## src/verilog/adcr_cfg.svh

```systemverilog
// Offsets, fixed status bit values, reset values and counts of the ADC register bank
`ifndef ADCR_CFG_SVH
`define ADCR_CFG_SVH
`define ADCR_OFF_ADDR    3'h3
`define ADCR_GAIN_ADDR   3'h4
`define ADCR_OVR_ADDR    3'h5
`define ADCR_OFF_RST     16'h0000
`define ADCR_GAIN_RST    16'hA000
`define ADCR_OVR_RST     16'hCCCC
`define ADCR_GAIN_SHIFT  15
`define ADCR_MOD_LIMIT   3'h4
`define ADCR_ST_B10      1'h0
`define ADCR_ST_B3       1'h1
`endif

```

## src/verilog/adcr_pkg.sv

```systemverilog
// Types shared by the ADC status and correction register bank
package adcr_pkg;
    // Which word the next read returns
    typedef enum logic [2:0] {
        ADCR_RD_NONE = 3'b000,
        ADCR_RD_STAT = 3'b001,
        ADCR_RD_OFF  = 3'b010,
        ADCR_RD_GAIN = 3'b011,
        ADCR_RD_OVR  = 3'b100
    } adcr_rd_sel_t;
    // Status word layout, MSB first
    typedef struct packed {
        logic [1:0] part_id;
        logic [2:0] die_id;
        logic       zero_b10;
        logic       reduced_power_flag;
        logic       overrange;
        logic       coeff_load_verified;
        logic       fir_check_ok;
        logic       custom_fir_active;
        logic       third_stage_bypass;
        logic       one_b3;
        logic [2:0] downsample_ratio_select;
    } adcr_status_t;
    // Register write from the serial decoder
    typedef struct packed {
        logic        en;
        logic [2:0]  addr;
        logic [15:0] data;
    } adcr_wr_t;
endpackage

```

## src/verilog/adcr_regs.sv

```systemverilog
// ADC status word, offset, gain and overrange registers with correction path
`timescale 1ns/1ns
`include "adcr_cfg.svh"
module adcr_regs #(
    parameter logic [1:0] PART_ID = 2'h1,   // Arbitrary value
    parameter logic [2:0] DIE_ID  = 3'h2,   // Arbitrary value
    parameter int         CK_W    = 24
) (
    input  wire logic                   core_clk,
    input  wire logic                   nrst,
    input  wire logic                   ce,
    input  wire adcr_pkg::adcr_wr_t     wr,
    input  wire logic                   rd_en,
    input  wire adcr_pkg::adcr_rd_sel_t rd_sel,
    input  wire logic                   reduced_power_flag,
    input  wire logic                   third_stage_bypass,
    input  wire logic [2:0]             downsample_ratio_select,
    input  wire logic                   dec1_valid,
    input  wire logic [23:0]            dec1_data,
    input  wire logic                   mod_tick,
    input  wire logic                   mod_over,
    input  wire logic                   dl_start,
    input  wire logic                   coeff_valid,
    input  wire logic [CK_W-1:0]        coeff_data,
    input  wire logic                   cksum_valid,
    input  wire logic [CK_W-1:0]        cksum_data,
    input  wire logic                   pass_start,
    input  wire logic                   pass_valid,
    input  wire logic [CK_W-1:0]        pass_data,
    input  wire logic                   pass_done,
    input  wire logic                   smp_valid,
    input  wire logic [23:0]            smp_data,
    output logic                        rd_valid,
    output logic [15:0]                 rd_data,
    output adcr_pkg::adcr_status_t      status,
    output logic [5:0]                  decim_factor,
    output logic                        out_valid,
    output logic [23:0]                 out_data
);
    import adcr_pkg::*;

    // ************************************************
    // Register file
    // ************************************************
    logic [15:0] offset_correction_ff;
    logic [15:0] gain_correction_ff;
    logic [15:0] overrange_threshold_ff;
    wire         wr_off  = wr.en && (wr.addr == `ADCR_OFF_ADDR);
    wire         wr_gain = wr.en && (wr.addr == `ADCR_GAIN_ADDR);
    wire         wr_ovr  = wr.en && (wr.addr == `ADCR_OVR_ADDR);

    // Only three addresses decode; anything else, status included, drops
    always_ff @(posedge core_clk)
    begin
        if (!nrst)
        begin
            offset_correction_ff   <= `ADCR_OFF_RST;
            gain_correction_ff     <= `ADCR_GAIN_RST;
            overrange_threshold_ff <= `ADCR_OVR_RST;
        end
        else if (ce)
        begin
            if (wr_off)
                offset_correction_ff <= wr.data;
            if (wr_gain)
                gain_correction_ff <= wr.data;
            if (wr_ovr)
                overrange_threshold_ff <= wr.data;
        end
    end

    // ************************************************
    // Overrange detection
    // ************************************************
    // Magnitude scaled so 0x10000 would be full scale; top code saturates
    wire [23:0] dec1_mag = dec1_data[23] ? 24'(-dec1_data) : dec1_data;
    wire [15:0] dec1_scl = dec1_mag[23] ? 16'hFFFF : dec1_mag[22:7];
    wire        thr_hit  = dec1_scl > overrange_threshold_ff;
    logic       thr_hit_ff;
    logic [2:0] mod_cnt_ff;
    logic       mod_hit_ff;
    wire        mod_run  = mod_cnt_ff >= `ADCR_MOD_LIMIT;
    wire [2:0]  nxt_mod_cnt = !mod_over ? 3'h0 :
                              mod_run ? mod_cnt_ff : 3'(mod_cnt_ff + 3'h1);

    // Threshold compare updates per first-stage sample, overload per tick
    always_ff @(posedge core_clk)
    begin
        if (!nrst)
        begin
            thr_hit_ff <= 1'b0;
            mod_cnt_ff <= 3'h0;
            mod_hit_ff <= 1'b0;
        end
        else if (ce)
        begin
            if (dec1_valid)
                thr_hit_ff <= thr_hit;
            if (mod_tick)
            begin
                mod_cnt_ff <= nxt_mod_cnt;
                mod_hit_ff <= mod_over && mod_run;
            end
        end
    end

    // ************************************************
    // Coefficient checksums
    // ************************************************
    logic [CK_W-1:0] dl_sum_ff;
    logic [CK_W-1:0] dl_ref_ff;
    logic [CK_W-1:0] ps_sum_ff;
    logic            coeff_load_verified_ff;
    logic            flt_ok_ff;
    logic            ufir_ff;
    wire             dl_match = cksum_data == dl_sum_ff;
    wire             ps_match = dl_ref_ff == ps_sum_ff;

    // A new download clears its flag; the checksum word sets it and wins
    always_ff @(posedge core_clk)
    begin
        if (!nrst)
        begin
            dl_sum_ff <= '0;
            dl_ref_ff <= '0;
            coeff_load_verified_ff  <= 1'b0;
            ufir_ff   <= 1'b0;
        end
        else if (ce)
        begin
            if (dl_start)
            begin
                dl_sum_ff <= '0;
                coeff_load_verified_ff  <= 1'b0;
                ufir_ff   <= 1'b0;
            end
            else if (coeff_valid)
                dl_sum_ff <= dl_sum_ff + coeff_data;
            if (cksum_valid)
            begin
                dl_ref_ff <= cksum_data;
                coeff_load_verified_ff  <= dl_match;
                ufir_ff   <= dl_match;
            end
        end
    end

    // Running check only counts while the custom filter is loaded
    always_ff @(posedge core_clk)
    begin
        if (!nrst)
        begin
            ps_sum_ff <= '0;
            flt_ok_ff <= 1'b0;
        end
        else if (ce)
        begin
            if (pass_start || !ufir_ff)
                ps_sum_ff <= '0;
            else if (pass_valid)
                ps_sum_ff <= ps_sum_ff + pass_data;
            if (!ufir_ff)
                flt_ok_ff <= 1'b0;
            else if (pass_done)
                flt_ok_ff <= ps_match;
        end
    end

    // ************************************************
    // Gain then offset correction
    // ************************************************
    logic              g_vld_ff;
    logic signed [40:0] g_prod_ff;
    wire  signed [40:0] g_prod = 41'($signed(smp_data)) * 41'($signed({1'b0, gain_correction_ff}));
    wire  signed [25:0] g_scl  = 26'(g_prod_ff >>> `ADCR_GAIN_SHIFT);
    // Offset LSB equals one 24-bit code: 0x7FFF is about 2^15 of 2^23
    wire  signed [25:0] o_sum  = g_scl + 26'($signed(offset_correction_ff));
    wire  [23:0]        o_sat  = (o_sum > 26'sh7FFFFF) ? 24'h7FFFFF :
                                 (o_sum < -26'sh800000) ? 24'h800000 : o_sum[23:0];

    // Two stages so the offset only ever sees the gain-scaled value
    always_ff @(posedge core_clk)
    begin
        if (!nrst)
        begin
            g_vld_ff  <= 1'b0;
            g_prod_ff <= '0;
            out_valid <= 1'b0;
            out_data  <= 24'h000000;
        end
        else if (ce)
        begin
            g_vld_ff  <= smp_valid;
            out_valid <= g_vld_ff;
            if (smp_valid)
                g_prod_ff <= g_prod;
            if (g_vld_ff)
                out_data <= o_sat;
        end
    end

    // ************************************************
    // Status word and read port
    // ************************************************
    adcr_status_t nxt_status;
    assign nxt_status = '{
        part_id:                 PART_ID,
        die_id:                  DIE_ID,
        zero_b10:                `ADCR_ST_B10,
        reduced_power_flag:      reduced_power_flag,
        overrange:               thr_hit_ff || mod_hit_ff,
        coeff_load_verified:     coeff_load_verified_ff,
        fir_check_ok:            flt_ok_ff,
        custom_fir_active:       ufir_ff,
        third_stage_bypass:      third_stage_bypass,
        one_b3:                  `ADCR_ST_B3,
        downsample_ratio_select: downsample_ratio_select
    };
    wire [5:0] nxt_decim = (downsample_ratio_select == 3'h3) ? 6'h08 :
                           (downsample_ratio_select == 3'h4) ? 6'h10 :
                           (downsample_ratio_select == 3'h5) ? 6'h20 : 6'h04;
    // Read-status choice arrives from the control word the host set first
    wire [15:0] nxt_rd = (rd_sel == ADCR_RD_STAT) ? nxt_status :
                         (rd_sel == ADCR_RD_OFF)  ? offset_correction_ff :
                         (rd_sel == ADCR_RD_GAIN) ? gain_correction_ff :
                         (rd_sel == ADCR_RD_OVR)  ? overrange_threshold_ff : 16'h0000;

    // Outputs registered; status lags its sources by one cycle
    always_ff @(posedge core_clk)
    begin
        if (!nrst)
        begin
            status       <= '0;
            decim_factor <= 6'h04;
            rd_valid     <= 1'b0;
            rd_data      <= 16'h0000;
        end
        else if (ce)
        begin
            status       <= nxt_status;
            decim_factor <= nxt_decim;
            rd_valid     <= rd_en;
            if (rd_en)
                rd_data <= nxt_rd;
        end
    end
endmodule // adcr_regs

```

## config.mk

```make
export PLATFORM = sky130hd
export DESIGN_NAME = adcr_regs
export DESIGN_NICKNAME = d
export VERILOG_FILES = /design/src/verilog/adcr_pkg.sv /design/src/verilog/adcr_regs.sv
export VERILOG_INCLUDE_DIRS = /design/src /design/src/verilog
export SDC_FILE = /design/constraint.sdc
export NUM_CORES = 2
export LEC_CHECK = 0
export BUFFER_PORTS_ARGS = -buffer_cell sky130_fd_sc_hd__buf_2
export CORE_MARGIN = 4
export CORE_UTILIZATION = 53
export CTS_BUF_LIST = sky130_fd_sc_hd__clkbuf_4 sky130_fd_sc_hd__clkbuf_8
export CTS_CLUSTER_SIZE = 12
export DETAILED_ROUTE_END_ITERATION = 7
export PLACE_DENSITY_LB_ADDON = 0.2
export SYNTH_ARGS = -nofsm -noshare
export SYNTH_HDL_FRONTEND = slang
export SYNTH_SLANG_ARGS = --single-unit
```

## constraint.sdc

```tcl
create_clock -name core_clk -period 6.35 [get_ports core_clk]
set_input_delay 0.635 -clock core_clk [delete_from_list [all_inputs] [get_ports core_clk]]
set_output_delay 0.635 -clock core_clk [all_outputs]
set_load 0.02 [all_outputs]
```

======== Yosys cells after proc, flatten, opt, wreduce, memory -nomap -nowiden ========
Index checks and enable logic that the tools add are counted.
operators by class
  add/sub/neg operators ................... 5
  $mul .................................... 1
  magnitude comparators ................... 4
  equality and inequality tests ........... 14
  mux-type cells .......................... 21
  reductions and logical operators ........ 24
operators by type and width
  operator                count
  $mux W24                7
  $mux W16                5
  $add A24 B24 Y24        2
  $eq A24 B24 Y1          2
  $mul A24 B17 Y41        1
  $add A26 B16 Y26        1
  $gt A26 B24 Y1 const B  1
  $lt A26 B24 Y1 const B  1
  $reduce_and A2 Y1       13
  $neg A24 Y24            1
  $mux W6                 3
  $gt A16 B16 Y1          1
  $eq A3 B3 Y1 const B    5
  $eq A3 B2 Y1 const B    4
  $mux W3                 2
  $reduce_bool A2 Y1      3
  $logic_and A1 B1 Y1     4
  $mux W1                 4
  $ne A2 B2 Y1 const B    2
  $add A3 B1 Y3 const B   1
  $eq A3 B1 Y1 const B    1
  $ge A3 B3 Y1 const B    1
  $reduce_and A3 Y1       1
  $logic_or A1 B1 Y1      2
  $logic_not A1 Y1        1
storage, ports and cells
  bits in registers ....................... 226
  bits of input ports ..................... 162
  output and inout bits ................... 64
  word-level logic and storage cells ...... 94

======== Logic depth before layout (Yosys ltp) ========
  depth in word-level cells ............... 5
  gate-level depth with buffers ........... 25
  depth with buffers taken out ............ 24

======== Worst setup path after synthesis ========
No wires, ideal clock.
  path type ............................... in2reg
  start ................................... input smp_data[23]
  end ..................................... register g_prod_ff[37]
  setup time .............................. 0.128 ns
  data arrival time ....................... 6.506 ns
  required time ........................... 6.222 ns
  slack ................................... -0.284 ns
  stages .................................. 21
  path buffers ............................ 1
  cell sequence ........................... clkbuf_1 -> nand2_1 -> fa_1 -> fa_1 -> inv_1 -> fa_1 -> fa_1 -> fa_1 -> inv_1 -> fa_1 -> inv_1 -> ha_1 -> a21o_1 -> a21oi_1 -> nor2b_1 -> o41a_1 -> a2111oi_1 -> nor3_1 -> or4_1 -> a31oi_1 -> nor2_1
between the ends
  cells in the longest elaborated chain, start to end .. 1
RTL lines
  element               RTL line          RTL
  start, declared       adcr_regs.sv:32   input wire logic [23:0] smp_data,
  $mul A24 B17 Y41      adcr_regs.sv:174  wire signed [40:0] g_prod = 41'($signed(smp_data)) * 41'($signed({1'b0, gain_correction_ff}));
  end signal, assigned  adcr_regs.sv:196  g_prod_ff <= g_prod;
  end, declared         adcr_regs.sv:173  logic signed [40:0] g_prod_ff;
Every way passes these cells.
A chain may end at the register's enable or synchronous reset.

======== Final worst setup path ========
  start ................................... register gain_correction_ff[2]
  end ..................................... register g_prod_ff[37]
between the ends
  cells in the longest elaborated chain, start to end .. 1
RTL lines
  element                 RTL line          RTL
  start, declared         adcr_regs.sv:46   logic [15:0] gain_correction_ff;
  start signal, assigned  adcr_regs.sv:58   gain_correction_ff <= `ADCR_GAIN_RST;
  start signal, assigned  adcr_regs.sv:66   gain_correction_ff <= wr.data;
  $mul A24 B17 Y41        adcr_regs.sv:174
Every way passes these cells.

==> run summary <==
clock skew -> 0.0253 ns
clock group share of total power -> 31.9%
CP arrival -> 6.63 ns
final slew viol count -> 0
largest net degree at the start of global routing -> 87
met3 wire length -> 5.55 mm
ranking of synthesized cells by area -> fa_1, dfxtp_1, ha_1, inv_1, nand2_1
top cell type's share of synthesized area -> 29.2%
maximum fanout along the worst path -> 7
combinational share of power -> 37.7%
post-route core utilization -> 62.7%
max-cap violation count -> 0
fmax -> 161 MHz
hpwl dp -> 61.1 mm
Placer Congestion -> 0.935
share of layout cells above drive strength 1 -> 16.0%
Compound-Gate Fraction of Synth Area -> 12.9%
clock latency on the worst-skew pair -> 0.57 ns
Initial Utilization -> 53.9%
Critical Path End Type -> flop
status -> finished with violations
NetSw -> 1.66 mW
nets@finish -> 4080
final setup fails -> 0
PortBufs -> 219
Metal-1 WL -> 32.8 mm
DRT Wirelength -> 78.8 mm
drt pass-1 iters -> 8
synthesized area per cell -> 8.48 µm²
die width -> 229 µm
maximum vdd drop -> 0.123 mV
Cells after Synth -> 3053
routed len/inst -> 19.7 µm
crit path launch type -> flop
Overflow after GRT -> 0
Synth async-reset ratio -> 0%
Synth area leader -> fa_1
placed cells -> 3906
Std-Cell Rows -> 80
hold crit path type -> input pin to flop
Syn. warnings -> 0
setup ws final -> 0.134 ns
core area -> 48000 µm²
internal power -> 3.04 mW
initial DRC count -> 1750
DRC viols -> 2
largest family of logic cells by synthesized area -> adder cells
DR vias -> 22500
Max Used Layer -> met5
Num CTS Buffers -> 38
Yosys cell types -> 80
critical path class -> flop to flop
first-pass GRT wire length -> 121 mm
overall routing resource usage -> 28.2%
CTS tree -> yes
# IOs -> 226
Mapped Area -> 25900 µm²
sw frac -> 35.3%
fillers -> 4097
failing checks -> DRC
register area share after synthesis -> 16.2%
die span in y -> 229 µm
simple-gate share of the synthesized area -> 17.0%
Most used DFF post-synth -> dfxtp_1
post-synthesis xor/xnor area fraction -> 5.14%
mux cell area share after synthesis -> 1.21%
CTS Sinks -> 209
Synth Register Bits -> 209
Place WS -> -0.257 ns
Detail Route Antenna Nets -> 0
H-tree depth -> 2
Power per Cell Area -> 156 nW/µm²
DR vias/cell -> 5.62
Worst Path Required -> 6.76 ns
sequential share of power -> 30.3%
clock slew at reported path FFs -> 0.06 ns
Setup TNS -> 0 ns
Post-Synth Adder-Cell Area -> 38.3%
full die area -> 52400 µm²
antenna violations before repair -> 8
met2 wire len -> 37.9 mm
Area Overhead vs Synth -> 16.4%
worst-case clock buffer depth -> 3
clock period minus worst slack -> 6.22 ns
Rel. slew slack -> 16.1%
crit share post-route -> 97.9%
Root Driver -> clkbuf_8
vias in the first global route -> 23000
Finished Layout Cells -> 4002
final hold viol count -> 0
Tightest Pin Transition -> 1.25 ns
Post-synth EDFFs -> 0
Leakage -> 14.9 nW
==> routing by layer <==
| metal | vias to the layer above | GRT usage [%] |
|---|---|---|
| met2 | 840 | 47.7 |
| met4 | 2 | 8.86 |
| met5 | - | 0 |
| li1 | 10400 | - |
| met1 | 11100 | 37.5 |
| met3 | 176 | 4.37 |
==> Yosys cell counts, types with 4 or more instances <==
library cell and n:
or3_1 9, nor3_1 24, a221oi_1 11, a21oi_1 189
or2_2 7, fa_1 378, o31ai_1 11, dfxtp_1 209
buf_1 4, mux2i_1 29, buf_2 5, o21a_1 9
a31oi_1 14, o21bai_1 10, ha_1 187, a211o_1 4
nand2_1 455, a211oi_1 11, buf_4 9, nand2b_1 23
a21o_1 47, nand3b_1 6, clkbuf_1 123, o211ai_1 17
nand4_1 12, inv_1 486, o21ai_0 96, o211a_1 6
and3_1 18, and2_1 156, nor2b_1 13, nor2_1 151
xnor2_1 62, nor4_1 13, nor3b_1 5, a22oi_1 30
a221o_1 25, xor2_1 90, nand3_1 33
==> flip-flops by register name, summed over array words and instances (netlist names), 3 cells and up <==
signal and flops:
g_prod_ff 26, dl_ref_ff 24, dl_sum_ff 24, out_data 24
ps_sum_ff 24, gain_correction_ff 16, offset_correction_ff 16, overrange_threshold_ff 16
rd_data 16, status 9, decim_factor 4, mod_cnt_ff 3
==> cell usage in the layout, fill, tap and decap left out, drive strengths merged, types with 101 or more instances in the layout <==
cell type,Yosys,routed
dfxtp,209,209
nand2,455,455
a21oi,189,189
o21ai,101,101
buf,19,388
nor2,151,151
ha,187,187
inv,486,487
and2,156,156
fa,378,378
==> critical path, cell delays in order, from the launching register on <==
cell       delay, ns
dfxtp_4         0.42
buf_12          0.19
nand2_1         0.10
fa_1            0.56
fa_1            0.56
inv_1           0.06
fa_1            0.50
inv_1           0.06
fa_1            0.56
fa_1            0.44
fa_1            0.50
inv_1           0.04
ha_1            0.29
and4_4          0.20
buf_4           0.14
a2bb2oi_4       0.16
o2111ai_4       0.17
a2111oi_4       0.41
nor3_2          0.11
or4_1           0.40
a31oi_1         0.14
nor2_1          0.05
==> power by group through the flow <==
| stage | clock network (mW) | registers (mW) | logic [mW] |
|---|---|---|---|
| after floorplan | 0 | 1.45 | 1.08 |
| after global placement | 0 | 1.45 | 1.64 |
| after detailed placement | 0 | 1.46 | 1.69 |
| after CTS | 1.52 | 1.43 | 1.70 |
| after global routing | 1.58 | 1.43 | 1.98 |
| final | 1.50 | 1.43 | 1.78 |
==> layout make-up <==
| type | count | area [µm²] | area share [%] |
|---|---|---|---|
| multi-input cells | 2220 | 19600 | 65.0 |
| flip-flops and latches | 209 | 4220 | 14.0 |
| repair buffers | 397 | 2820 | 9.35 |
| inverters | 487 | 1830 | 6.08 |
| well taps | 615 | 769 | 2.55 |
| clock buffers | 57 | 722 | 2.40 |
| clock inverters | 10 | 159 | 0.528 |
| diodes | 7 | 17.5 | 0.0582 |
==> repair_timing <==
action | CTS | global route
hold buffers | 0 | 0
resized for setup | 2 | 73
endpoints found under the setup margin | 3 | 12
pin swaps | 1 | 44
setup buffers | 0 | 14
cloned | 0 | 9
==> path summary, 6_finish.rpt <==
check / start / to / slack (ns) / cells after the start
min reg2reg: rd_data[8]$_SDFFE_PN0P_ / rd_data[8]$_SDFFE_PN0P_ / 0.46 / 2
min: cksum_data[22] / dl_ref_ff[22]$_SDFFE_PN0P_ / 0.34 / 3
max reg2reg: gain_correction_ff[2]$_SDFFE_PN0P_ / g_prod_ff[37]$_SDFFE_PN0P_ / 0.13 / 21
max: gain_correction_ff[2]$_SDFFE_PN0P_ / g_prod_ff[37]$_SDFFE_PN0P_ / 0.13 / 21
==> kinds of logic (layout without fill, tap and decap cells) <==
logic type      Yosys count  after routing
flops                   209            209
xor+xnor                152            152
other cells               1             13
mux                      31             31
simple gates            943            943
compound gates          523            523
fa+ha+maj               565            565
buf+inv                 629            951
==> metrics by stage <==
stage               hold slack, ns  instance area, µm²  total power [mW]
global placement             0.444               28600              3.09
finish                       0.335               30100              4.70
global route                 0.326               30100              5.00
floorplan                    0.436               25900              2.53
CTS                          0.300               29500              4.64
detailed placement           0.446               28600              3.14
Note: power is estimated with default switching activity, not from simulation.
